==> src/pkg/fbh_pkg.sv <==
// Package with constants and carrier types for the flash bus host controller.
package fbh_pkg;

    // Bus widths.
    localparam int WORD_ADDR_W = 21;
    localparam int BYTE_ADDR_W = 22;
    localparam int DATA_W      = 16;

    // Read-mode command codes written to the command interface.
    localparam logic [7:0] CMD_READ_ARRAY  = 8'hff;
    localparam logic [7:0] CMD_READ_IDENT  = 8'h90;
    localparam logic [7:0] CMD_READ_STATUS = 8'h70;

    // Status value expected after a device reset.
    localparam logic [7:0] STATUS_AFTER_RESET = 8'h80;

    // Bottom-boot word-address map.
    localparam logic [20:0] BOOT0_BASE  = 21'h000000;
    localparam logic [20:0] BOOT1_BASE  = 21'h001000;
    localparam logic [20:0] PARAM0_BASE = 21'h002000;
    localparam logic [20:0] PARAM_LAST  = 21'h007fff;
    localparam logic [20:0] MAIN0_BASE  = 21'h008000;
    localparam logic [20:0] MAIN62_BASE = 21'h1f8000;
    localparam int SMALL_SHIFT = 12;
    localparam int MAIN_SHIFT  = 15;

    // Timing: reset low time and access phase length.
    localparam int CLK_PERIOD_NS  = 10;
    localparam int RESET_LOW_NS   = 100;
    localparam int RESET_CYCLES   = (RESET_LOW_NS + CLK_PERIOD_NS - 1) / CLK_PERIOD_NS;
    localparam int ACCESS_DEFAULT = 8;

    // Operation kinds requested by the user.
    typedef enum logic [1:0] {
        OP_READ  = 2'b00,
        OP_WRITE = 2'b01,
        OP_MODE  = 2'b10,
        OP_RESET = 2'b11
    } fbh_op_type;

    // Read modes selected through the command interface.
    typedef enum logic [1:0] {
        MODE_ARRAY  = 2'b00,
        MODE_IDENT  = 2'b01,
        MODE_STATUS = 2'b10
    } fbh_mode_type;

    // A user request.
    typedef struct packed {
        fbh_op_type          op;
        fbh_mode_type        mode;
        logic [BYTE_ADDR_W-1:0] addr;
        logic [DATA_W-1:0]   wdata;
    } fbh_req_type;

    // Control pin levels driven to the device (all active low except word_mode, high for word width).
    typedef struct packed {
        logic chip_sel_n;
        logic out_en_n;
        logic write_n;
        logic reset_n;
        logic word_mode;
        logic protect_n;
    } fbh_ctl_type;

endpackage

==> src/rtl/fbh_host.sv <==
// Host controller that drives a boot-block flash over its parallel bus pins.
module fbh_host
    import fbh_pkg::*;
#(
    parameter int ACCESS_CYCLES = ACCESS_DEFAULT
) (
    // Clock and reset.
    input  wire logic                   core_clk,
    input  wire logic                   reset_n,
    // User request side.
    input  wire logic                   req_valid,
    output logic                        req_ready,
    input  wire fbh_req_type            req,
    input  wire logic                   byte_mode,
    input  wire logic                   protect_n,
    output logic                        rsp_valid,
    output logic [DATA_W-1:0]           rsp_data,
    output logic [5:0]                  rsp_block_kind,
    output fbh_mode_type                cur_mode,
    // Device pins.
    output fbh_ctl_type                 ctl,
    output logic [WORD_ADDR_W-1:0]      addr_pins,
    output logic                        addr_low,
    input  wire logic [DATA_W-1:0]      data_pins_in,
    output logic [DATA_W-1:0]           data_pins_out,
    output logic                        data_pins_oe_n
);

    // Controller states.
    typedef enum logic [1:0] {
        ST_IDLE   = 2'b00,
        ST_ACCESS = 2'b01,
        ST_RESET  = 2'b10,
        ST_DONE   = 2'b11
    } fbh_state_type;

    fbh_state_type     state_reg, state_next;   // Sequencer state.
    fbh_req_type       cur_reg;                 // Captured request.
    logic [7:0]        cnt_reg;                 // Phase cycle counter.
    fbh_mode_type      mode_reg;                // Read mode the device is believed to be in.
    logic [DATA_W-1:0] rdata_reg;               // Captured read data.
    logic              rsp_reg;                 // Response pulse.

    // Decoded phase conditions.
    wire is_read    = (cur_reg.op == OP_READ);
    wire is_write   = (cur_reg.op == OP_WRITE) || (cur_reg.op == OP_MODE);
    wire in_access  = (state_reg == ST_ACCESS);
    wire in_reset   = (state_reg == ST_RESET);
    wire last_cycle = (cnt_reg == 8'h00);
    wire [7:0] access_len = 8'(ACCESS_CYCLES - 1);
    wire [7:0] reset_len  = 8'(RESET_CYCLES - 1);

    // Request the pins follow: the incoming one on the edge it is taken, the held one after.
    // This keeps address and write data valid from the same edge that lowers chip select.
    wire              take_now = req_ready && req_valid;      // A request is accepted on this edge.
    wire fbh_req_type src_req  = take_now ? req : cur_reg;    // Request seen by the pin logic.

    // Mode command byte chosen from the requested mode.
    wire [7:0] mode_cmd = (src_req.mode == MODE_IDENT)  ? CMD_READ_IDENT :
                          (src_req.mode == MODE_STATUS) ? CMD_READ_STATUS : CMD_READ_ARRAY;

    // Word address: in byte mode the low line picks the byte, so drop it.
    wire [WORD_ADDR_W-1:0] word_addr = byte_mode ? src_req.addr[BYTE_ADDR_W-1:1]
                                                 : src_req.addr[WORD_ADDR_W-1:0];

    // Block classification of the word address on the bottom-boot map.
    wire is_boot  = (word_addr < PARAM0_BASE);
    wire is_param = (word_addr >= PARAM0_BASE) && (word_addr <= PARAM_LAST);
    wire [5:0] small_idx = 6'(word_addr >> SMALL_SHIFT);
    wire [5:0] main_idx  = 6'((word_addr - MAIN0_BASE) >> MAIN_SHIFT);
    wire [5:0] block_kind = is_boot  ? small_idx :
                            is_param ? 6'(small_idx - 6'h02) : main_idx;

    // Next levels of the device pins: select and enable from where the sequencer goes next, write strobe and drivers from where it is now.
    wire              sel_next   = (state_next == ST_ACCESS);             // Select spans the whole access.
    wire              oe_next    = sel_next && (src_req.op == OP_READ);    // Only reads open the device drivers.
    // Write strobe falls one cycle into the access and rises one cycle before select does.
    wire              we_next    = in_access && is_write && !last_cycle && (cnt_reg != 8'h01);
    wire              drive_next = in_access && is_write;                  // Our drivers carry writes only.
    // Bus word to write: a mode command on the low byte, else the user's data.
    wire [DATA_W-1:0] wdata_next = (src_req.op == OP_MODE) ? {8'h00, mode_cmd} : src_req.wdata;

    // Handshake is combinational.
    assign req_ready = (state_reg == ST_IDLE);
    assign rsp_valid = rsp_reg;
    assign rsp_data  = rdata_reg;
    assign cur_mode  = mode_reg;

    // Next state of the sequencer.
    always_comb begin
        state_next = state_reg;
        unique case (state_reg)
            // Waiting; a reset request takes the reset phase, anything else a bus access.
            ST_IDLE: begin
                if (req_valid) begin
                    state_next = (req.op == OP_RESET) ? ST_RESET : ST_ACCESS;
                end
            end
            // Bus access of a fixed length, counted down in the phase counter.
            ST_ACCESS: begin
                if (last_cycle) begin
                    state_next = ST_DONE;
                end
            end
            // Device reset pin held low until the counter runs out.
            ST_RESET: begin
                if (last_cycle) begin
                    state_next = ST_DONE;
                end
            end
            // One cycle for the response pulse; select is already released.
            ST_DONE: begin
                state_next = ST_IDLE;
            end
        endcase
    end

    // State and counter registers.
    always_ff @(posedge core_clk or negedge reset_n) begin
        if (!reset_n) begin
            state_reg <= ST_IDLE;
            cnt_reg   <= 8'h00;
        end else begin
            state_reg <= state_next;
            if (req_ready && req_valid) begin
                // Load the phase length of the request just taken.
                cnt_reg <= (req.op == OP_RESET) ? reset_len : access_len;
            end else if (!last_cycle) begin
                // Count down and then rest at zero.
                cnt_reg <= cnt_reg - 8'h01;
            end
        end
    end

    // Request capture.
    always_ff @(posedge core_clk or negedge reset_n) begin
        if (!reset_n) begin
            cur_reg <= '0;
        end else if (req_ready && req_valid) begin
            cur_reg <= req;
        end
    end

    // Tracked device mode: array after power-up or device reset, else last mode command.
    always_ff @(posedge core_clk or negedge reset_n) begin
        if (!reset_n) begin
            // The device comes up in array mode with no command.
            mode_reg <= MODE_ARRAY;
        end else if (in_reset && last_cycle) begin
            // Leaving the device reset puts it back in array mode.
            mode_reg <= MODE_ARRAY;
        end else if (in_access && last_cycle && cur_reg.op == OP_MODE) begin
            // A finished mode command becomes the mode that reads return.
            mode_reg <= cur_reg.mode;
        end
    end

    // Read data is sampled at the end of the access while select and enable are low.
    always_ff @(posedge core_clk or negedge reset_n) begin
        if (!reset_n) begin
            rdata_reg <= '0;
            rsp_reg   <= 1'b0;
        end else begin
            // Pulse for one cycle as a request finishes.
            rsp_reg <= (state_next == ST_DONE) && (state_reg != ST_DONE);
            if (in_access && last_cycle && is_read) begin
                // Byte mode carries data on the low lane only.
                rdata_reg <= byte_mode ? {8'h00, data_pins_in[7:0]} : data_pins_in;
            end
        end
    end

    // Registered control strobes; a plain bus cycle for every access, no supply control.
    always_ff @(posedge core_clk or negedge reset_n) begin
        if (!reset_n) begin
            // Deselected and idle, with the device reset pin released.
            ctl <= '{chip_sel_n: 1'b1, out_en_n: 1'b1, write_n: 1'b1,
                     reset_n: 1'b1, word_mode: 1'b1, protect_n: 1'b0};
        end else begin
            // Select only during an access; high floats the device data pins.
            ctl.chip_sel_n <= !sel_next;
            // Output enable only for reads, never with our own drivers on.
            ctl.out_en_n   <= !oe_next;
            // Write strobe low inside the access but released one cycle before select.
            ctl.write_n    <= !we_next;
            // Device reset low for the whole reset phase.
            ctl.reset_n    <= !(state_next == ST_RESET);
            ctl.word_mode  <= !byte_mode;
            ctl.protect_n  <= protect_n;
        end
    end

    // Registered address, write data and block index, valid from the edge a request is taken.
    always_ff @(posedge core_clk or negedge reset_n) begin
        if (!reset_n) begin
            // Address at zero and our data drivers off.
            addr_pins      <= '0;
            addr_low       <= 1'b0;
            data_pins_out  <= '0;
            data_pins_oe_n <= 1'b1;
            rsp_block_kind <= '0;
        end else begin
            addr_pins      <= word_addr;
            addr_low       <= byte_mode ? src_req.addr[0] : 1'b0;
            data_pins_out  <= wdata_next;
            // Drivers follow a write or mode command's access one cycle late, so they stay on through its done cycle.
            data_pins_oe_n <= !drive_next;
            rsp_block_kind <= block_kind;
        end
    end

endmodule

==> config.mk <==
export PLATFORM = sky130hd
export DESIGN_NAME = fbh_host
export DESIGN_NICKNAME = d
export VERILOG_FILES = /design/src/pkg/fbh_pkg.sv /design/src/rtl/fbh_host.sv
export SDC_FILE = /design/constraint.sdc
export NUM_CORES = 1
export LEC_CHECK = 0
export BUFFER_PORTS_ARGS = -buffer_cell sky130_fd_sc_hd__buf_2
export CAP_MARGIN = 20
export CORE_MARGIN = 8
export CORE_UTILIZATION = 39
export DETAILED_ROUTE_END_ITERATION = 8
export REMOVE_ABC_BUFFERS = 1
export SLEW_MARGIN = 5
export SYNTH_ARGS = -nofsm -noshare
export SYNTH_HDL_FRONTEND = slang
export SYNTH_SLANG_ARGS = --single-unit
export TNS_END_PERCENT = 100
==> constraint.sdc <==
create_clock -name core_clk -period 4.8 [get_ports core_clk]
set_input_delay 0.24 -clock core_clk [delete_from_list [all_inputs] [get_ports core_clk]]
set_output_delay 0.24 -clock core_clk [all_outputs]
set_load 0.01 [all_outputs]
Word-level counts from Yosys, hierarchy flattened:

Index checks and enable logic that the tools add are counted.

* register bits after elaboration: 122
* latch bits: 0
* memory bits (writable): 0
* memory bits (read-only): 0
* bits of input ports: 63
* logic and storage cells: 84
* memories: 0

* add/sub/neg operators: 3
* $mul: 0
* div/mod/pow operators: 0
* $lt $le $gt $ge: 3
* equal/unequal tests: 15
* shift-type cells: 0
* muxes and demuxes: 18
* bitwise operators: 0
* reduce and logical (&&, ||, !) cells: 25

Operator list (number)
* $mux W42: 1
* $mux W16: 2
* $mux W8: 4
* $ge A21 B14 Y1 const B: 1
* $le A21 B15 Y1 const B: 1
* $lt A21 B14 Y1 const B: 1
* $mux W21: 1
* $sub A21 B16 Y21 const B: 1
* $eq A2 B2 Y1 const B: 8
* $mux W6: 2
* $logic_and A1 B1 Y1: 11
* $mux W2: 5
* $eq A2 B1 Y1 const B: 4
* $logic_not A8 Y1: 1
* $ne A8 B1 Y1 const B: 1
* $sub A8 B1 Y8 const B: 1
* $logic_not A1 Y1: 7
* $logic_not A2 Y1: 3
* $pmux W2 S3: 1
* $sub A6 B2 Y6 const B: 1
* $mux W4: 1
* $ne A2 B1 Y1 const B: 1
* $ne A2 B2 Y1 const B: 1
* $reduce_bool A2 Y1: 1
* 3 further kinds: 3

Depth between registers and ports, before layout:

Gate-level depths: netlist of the first run.

* word-level depth: 8
* mapped depth: 14

Worst setup path after synthesis of the first run:

Ideal clock, no wire load.

* path type: register -> register
* start point: register state_reg[0]
* end point: register rsp_block_kind[2]
* data arrival time: 3.015 ns
* required time: 4.678 ns
* setup slack: 1.663 ns
* cell stages (with the launch flop): 14
* period minus slack after synthesis: 3.137 ns
* path through: dfrtp_1 inv_1 ha_1 buf_6 nand2_4 buf_6 clkbuf_1 mux2_2 mux2i_1 ha_1 nor3b_4 o31a_2 o221ai_2 a32o_1

RTL lines
* from (decl): RTL line fbh_host.sv:37 `fbh_state_type state_reg, state_next;`
* from (signal assigned): RTL line fbh_host.sv:124 `state_reg <= state_next;`
* to (signal assigned): RTL line fbh_host.sv:208 `rsp_block_kind <= block_kind;`
* to (decl): RTL line fbh_host.sv:18 `output logic [5:0] rsp_block_kind,`

==> out/qor.csv, run 1 <==
metric,value,unit
status,"finished, final reports clean",
fmax,312.0,MHz
drc,0,
skew,0.01695,ns
fin_area,0.006694,mm^2
htreeDepth,4,
clk_pin_slew_worst_paths,0.05,ns
worstPathArrival,3.51,ns
wire_per_inst,16.15,um
min_period_over_period,66.77,%
ios,134,
viasPerCell,4.923,
grt_pass1_vias,4278,
hp-class,primary input to flop,
grt_antenna_before_repair,0,
crit_type,flop to flop,
power,4.610,mW
coreArea,0.01324,mm^2
setup.worst_path.start_class,flop,
clock-sinks,122,
seq_area_frac_synth,58.09,%
async_flop_share,100.0,%
end_kind,flop,
utilization,50.55,%
synth_largest_area_cell,dfrtp_1,
ys.flop_type,dfrtp_1,
die_h,132.2,um
synth_top_area_share,55.09,%
drt_iter0_drc,248,
cts_resized,0,
maxCapViolations,0,
cts_buffer_depth,2,
grt_max_degree,74,
worstMarginPinSlew,0.9732,ns
ys_ff_latch,122,
synthDistinctLibCells,52,
vias,3963,
gp_congestion,0.8134,
synth_edf_count,0,
finalSetupTns,0,ns
num_rows,42,
cts_tree,yes,
layout_setup_ws,1.595,ns
first_pass_iters,6,
grt-busiest-layer,met2,
p_leak,3.383,nW
ir_worst_vdd,0.3417,mV
grt.total_usage,15.22,%
fin_nets,693,
slew_violations,0,
cts_root_buf,clkbuf_16,
routed_wl,13000,um
synthTopCellsByArea,"dfrtp_1 (55%), nand2_1 (6.7%), mux2i_1 (5.5%)",
rsz0062_at_grt,no,
synth.avg_cell_area,11.02,um^2
grt_overflow_total,0,
powerDensity,688.7,mW/mm^2
slew_headroom,34.94,%
cp_max_fo,10,
fin_crit,3.205,ns
whs,0.04001,ns
clock_latency,0.42,ns
grt_use_met3,6.212,%
placedCellCount,772,
worstPathRequired,5.11,ns
io_buffers,133,
final_cells,805,
drive_gt1_share,32.27,%
grt_util_met2,24.07,%
largest_reg_flops,42,
grt_pass1_wl,21290,um
n_antenna_cell,0,
grt_util_met1,17.57,%
ant_nets,0,
yosys_warnings,0,
cts_buffers,17,
postCtsSetupBuffers,0,
hold_viol,0,
dp_worst_setup_slack,1.631,ns
placed_area,0.006093,mm^2
report.final.setup_viol,0,
start_util,39.79,%
holdBufCountCts,2,
hpwlAfterDp,9433,um
die_w,132.2,um
area_growth,27.05,%
netlist_instances,478,
dieArea,0.01748,mm^2
syn_area,0.005269,mm^2
[area by class of cell]
type	count	area, um^2
clock buffer	23	488.0
tap	176	220.2
sequential	122	3060
clock inverter	8	92.59
multi-input combinational	306	1998
inverter	31	116.4
fill	1268	6549
timing repair buffer	139	718.2
[where the power goes]
group | internal (mW) | switching (mW) | total, mW
registers | 1.51 | 0.196 | 1.70
clock network | 0.810 | 0.427 | 1.24
logic | 0.670 | 1.00 | 1.67
[Yosys cell counts (9+ instances only)]
master and n:
mux2_2 13, nor2_1 15, nand3_1 15, a21oi_1 25, clkbuf_1 9, o21ai_0 21
inv_1 31, nand2_1 94, mux2i_1 29, dfrtp_1 116, ha_1 13
[critical path: stages, from the launching register on]
cell	delay, ns
dfrtp_1	0.42
inv_1	0.13
ha_1	0.41
nand2_4	0.12
mux2_2	0.34
o21ai_0	0.39
ha_1	0.37
nor3b_4	0.34
o31a_2	0.26
o221ai_2	0.11
a32o_1	0.21
[cell usage in the layout (no fill, tap or decap), types with 3 or more instances in the layout]
cell type    n
a211oi_1     3
a21oi_1     25
a31oi_1      7
and2_1       3
and3_1       5
buf_2      132
buf_4        5
clkbuf_16   17
clkbuf_8     4
clkinv_2     5
dfrtp_1    116
dfstp_2      6
ha_1        13
inv_1       31
mux2_2      13
mux2i_1     29
mux4_2       5
nand2_1     94
nand3_1     15
nand4_1      4
nor2_1      15
nor3_1       7
o21ai_0     21
o21ai_1      7
or3_1        3
xnor2_1      4
[worst paths after layout]
kind / slack, ns / from / depth (start not counted) / endpoint
worst min-delay path: 0.04 / req[8] / 3 / cur_reg[8]
worst max register to register: 1.60 / state_reg[0] / 10 / rsp_block_kind[2]
min in group asynchronous: 0.48 / reset_n / 2 / cur_reg[32]
worst max-delay path: 1.60 / state_reg[0] / 10 / rsp_block_kind[2]
max in group asynchronous: 3.16 / reset_n / 3 / rsp_data[11]
worst min register to register: 0.47 / cur_reg[10] / 2 / cur_reg[10]
[cell families after synthesis]
group                      after synthesis  share of synthesized area [%]
xor gates and xnor gates                 6                         0.9974
buffers and inverters                   50                          3.990
AOI/OAI and AO/OA                       81                          9.546
and+or+nand+nor                        159                          13.87
adders and majority gates               13                          3.087
muxes                                   47                          10.43
DFF                                    122                          58.09
[routing by layer]
metal | wire [um] | part of all wire, % | vias to the layer above
li1 | - | - | 1913
met1 | 5806 | 45 | 1915
met2 | 6040 | 46 | 115
met3 | 905 | 7.0 | 20
met4 | 247 | 1.9 | 0
met5 | 0 | 0 | -
No activity file was read; power rests on OpenSTA's default activity.
==> run 2: changes to the inputs <==
- ABC_AREA: not set -> 1
- clock period: 4.8 -> 2.7 ns (I/O delays scaled with it)
==> run 2 against run 1 <==
Net effect:
- via count increased by 20%
- clock power increased by 86%
- maximum frequency increased by 31%
- highest routed layer unchanged
==> out/qor.csv, run 2 <==
metric,value,unit,change
slowest_stage,dfrtp_2,,was dfrtp_1
drt_iter0_drc,294,,was 248
min_period_over_period,90.62,%,was 66.77%
async_flop_share,100.0,%,unchanged
grt_pass1_vias,4962,,was 4278
powerDensity,1171,mW/mm^2,was 688.7 mW/mm^2
slew_violations,0,,unchanged
clk_pin_slew_worst_paths,0.05,ns,about the same
layout_commonest_cell,nand2_1,,was buf_2
n_antenna_cell,0,,unchanged
die_h,134.4,um,was 132.2 um
worstMarginPinSlew,0.6376,ns,was 0.9732 ns
synth_top_area_share,53.09,%,was 55.09%
worstPathRequired,3.00,ns,was 5.11 ns
synth.avg_cell_area,8.517,um^2,was 11.02 um^2
ys_ff_latch,122,,unchanged
synthTopCellsByArea,"dfrtp_1 (53%), nand2_1 (14%), nand3_1 (6.4%)",,"was dfrtp_1 (55%), nand2_1 (6.7%), mux2i_1 (5.5%)"
fin_nets,890,,was 693
skew,0.006152,ns,was 0.01695 ns
netlist_instances,642,,was 478
max_stage_delay,0.44,ns,was 0.42 ns
ir_worst_vdd,0.4721,mV,was 0.3417 mV
grt_antenna_before_repair,0,,unchanged
coreArea,0.01377,mm^2,was 0.01324 mm^2
grt_pass1_wl,24020,um,was 21290 um
die_w,134.4,um,was 132.2 um
cts_buffers,17,,unchanged
cts_buffer_depth,2,,unchanged
synth_edf_count,0,,unchanged
num_rows,43,,was 42
synth_common_cells,"nand2_1 (211), dfrtp_1 (116), nand3_1 (70), inv_1 (62), nor2_1 (44)",,"was dfrtp_1 (116), nand2_1 (94), inv_1 (31), mux2i_1 (29), a21oi_1 (25)"
end_kind,flop,,unchanged
area_growth,33.39,%,was 27.05%
grt.total_usage,16.38,%,was 15.22%
postCtsSetupBuffers,0,,unchanged
io_buffers,133,,unchanged
routed_wl,14040,um,was 13000 um
setup.worst_path.start_class,flop,,unchanged
htreeDepth,4,,unchanged
grt_max_degree,57,,was 74
crit_type,flop to flop,,unchanged
status,"finished, final reports clean",,unchanged
finalSetupTns,0,ns,unchanged
drc,0,,unchanged
clock_latency,0.41,ns,was 0.42 ns
utilization,52.95,%,was 50.55%
cts_root_buf,clkbuf_16,,unchanged
slew_headroom,57.45,%,was 34.94%
vias,4749,,was 3963
ant_nets,0,,unchanged
dieArea,0.01806,mm^2,was 0.01748 mm^2
mostFrequentLayoutCells,"nand2_1 (211), buf_2 (132), dfrtp_1 (115)",,"was buf_2 (132), dfrtp_1 (116), nand2_1 (94)"
wire_per_inst,13.95,um,was 16.15 um
maxCapViolations,0,,unchanged
cts_tree,yes,,unchanged
start_util,39.70,%,was 39.79%
synthDistinctLibCells,33,,was 52
grt_overflow_total,0,,unchanged
power,8.543,mW,was 4.610 mW
largest_reg_flops,42,,unchanged
yosys_warnings,0,,unchanged
viasPerCell,4.716,,was 4.923
synth.most_common_cell,nand2_1,,was dfrtp_1
path_cells,"inv_2, ha_4, buf_12, nand3_1, nand2_1, nand2_1, o21ai_4, ha_1, inv_1, nor2_1, nand2_1, nor2_1, nand2_1, nand2_1, nand2_2, nand2_2, nand2_1, nand2_1, nand2_1",,"was inv_1, ha_1, nand2_4, mux2_2, o21ai_0, ha_1, nor3b_4, o31a_2, o221ai_2, a32o_1"
synth_largest_area_cell,dfrtp_1,,unchanged
first_pass_iters,4,,was 6
clock-sinks,122,,unchanged
fin_crit,2.447,ns,was 3.205 ns
fmax,408.7,MHz,was 312.0 MHz
ys.flop_type,dfrtp_1,,unchanged
hpwlAfterDp,10180,um,was 9433 um
worstPathArrival,2.74,ns,was 3.51 ns
hp-class,primary input to flop,,unchanged
drive_gt1_share,25.76,%,was 32.27%
syn_area,0.005468,mm^2,was 0.005269 mm^2
gp_congestion,0.8373,,was 0.8134
p_leak,3.852,nW,was 3.383 nW
ios,134,,unchanged
hold_viol,0,,unchanged
seq_area_frac_synth,55.97,%,was 58.09%
report.final.setup_viol,0,,unchanged
cp_common_cell,nand2_1,,was ha_1
cp_max_fo,21,,was 10
[run 2: changes by cell type in the layout (fill, tap and decap cells not counted), sizes merged, moves of 11 or more]
cell,previous run,this run
mux2i,29,0
inv,31,64
mux2,13,0
dlygate4sd3,2,29
nor2,15,48
nand3,15,70
nand2,95,219
a21oi,25,14
[run 2: worst max-delay path, delay by kind of cell (launching register included)]
kind	cells	cell delay (ns)
flops	1	0.44
fa+ha+maj	2	0.36
compound gates	1	0.13
simple gates	13	1.07
buf+inv	3	0.33
[run 2: cell families (layout without fill, tap and decap cells)]
| family | after synthesis | after routing | synth area share (%) |
|---|---|---|---|
| and+or+nand+nor | 361 | 361 | 27.96 |
| AOI/OAI and AO/OA | 55 | 55 | 5.630 |
| xor gates and xnor gates | 5 | 5 | 0.8009 |
| adders and majority gates | 13 | 13 | 2.975 |
| DFF | 122 | 122 | 55.97 |
| buffers and inverters | 86 | 271 | 6.659 |
[run 2: final cells by class]
cell class	count	area (um^2)
clock buffers	25	495.5
clock inverters	7	112.6
fillers	1306	6480
inverters	64	240.2
multi-input cells	434	2073
flip-flops and latches	122	3062
well taps	180	225.2
repair buffers	175	1085
[run 2: layer usage]
metal | share of wire (%) | global-route usage (%) | routed length [um] | vias to the layer above
met5 | 0 | 0 | 0 | -
met4 | 0.56 | 5.677 | 79 | 0
met3 | 7.7 | 5.423 | 1084 | 10
met2 | 47 | 26.09 | 6651 | 143
met1 | 44 | 20.38 | 6227 | 2231
li1 | - | - | - | 2365
[run 2: what timing repair did]
action	4_1_cts	5_1_grt
hold buffers	29	0
resized for setup	0	12
endpoints found under the setup margin	0	6
endpoints found under the hold margin	65	0
[run 2: final timing paths]
kind / endpoint / depth (start not counted) / startpoint / slack, ns
max: rsp_block_kind[1] / 19 / state_reg[0] / 0.25
min: cur_reg[11] / 3 / req[11] / 0.01
max reg2reg: rsp_block_kind[1] / 19 / state_reg[0] / 0.25
min reg2reg: cnt_reg[5] / 1 / cnt_reg[5] / 0.47
max in group asynchronous: addr_pins[13] / 3 / reset_n / 1.70
min in group asynchronous: data_pins_out[6] / 2 / reset_n / 0.26
[run 2: through the flow]
step,std cells,instance area [um^2],setup WS (ns),hold slack (ns)
after floorplan,620,5344,-0.6240,-0.1606
after global placement,946,6347,0.2207,0.1509
after detailed placement,946,6347,0.07339,0.1626
after CTS,1007,7246,0.04861,0.0004341
after global routing,1007,7293,-0.004031,0.01872
final,1007,7293,0.2534,0.009768
[run 2: where the power goes]
part	internal (mW)	switching, mW	total (mW)
logic	1.22	2.06	3.28
clock network	1.54	0.767	2.31
registers	2.68	0.279	2.95
total	5.44	3.10	8.54
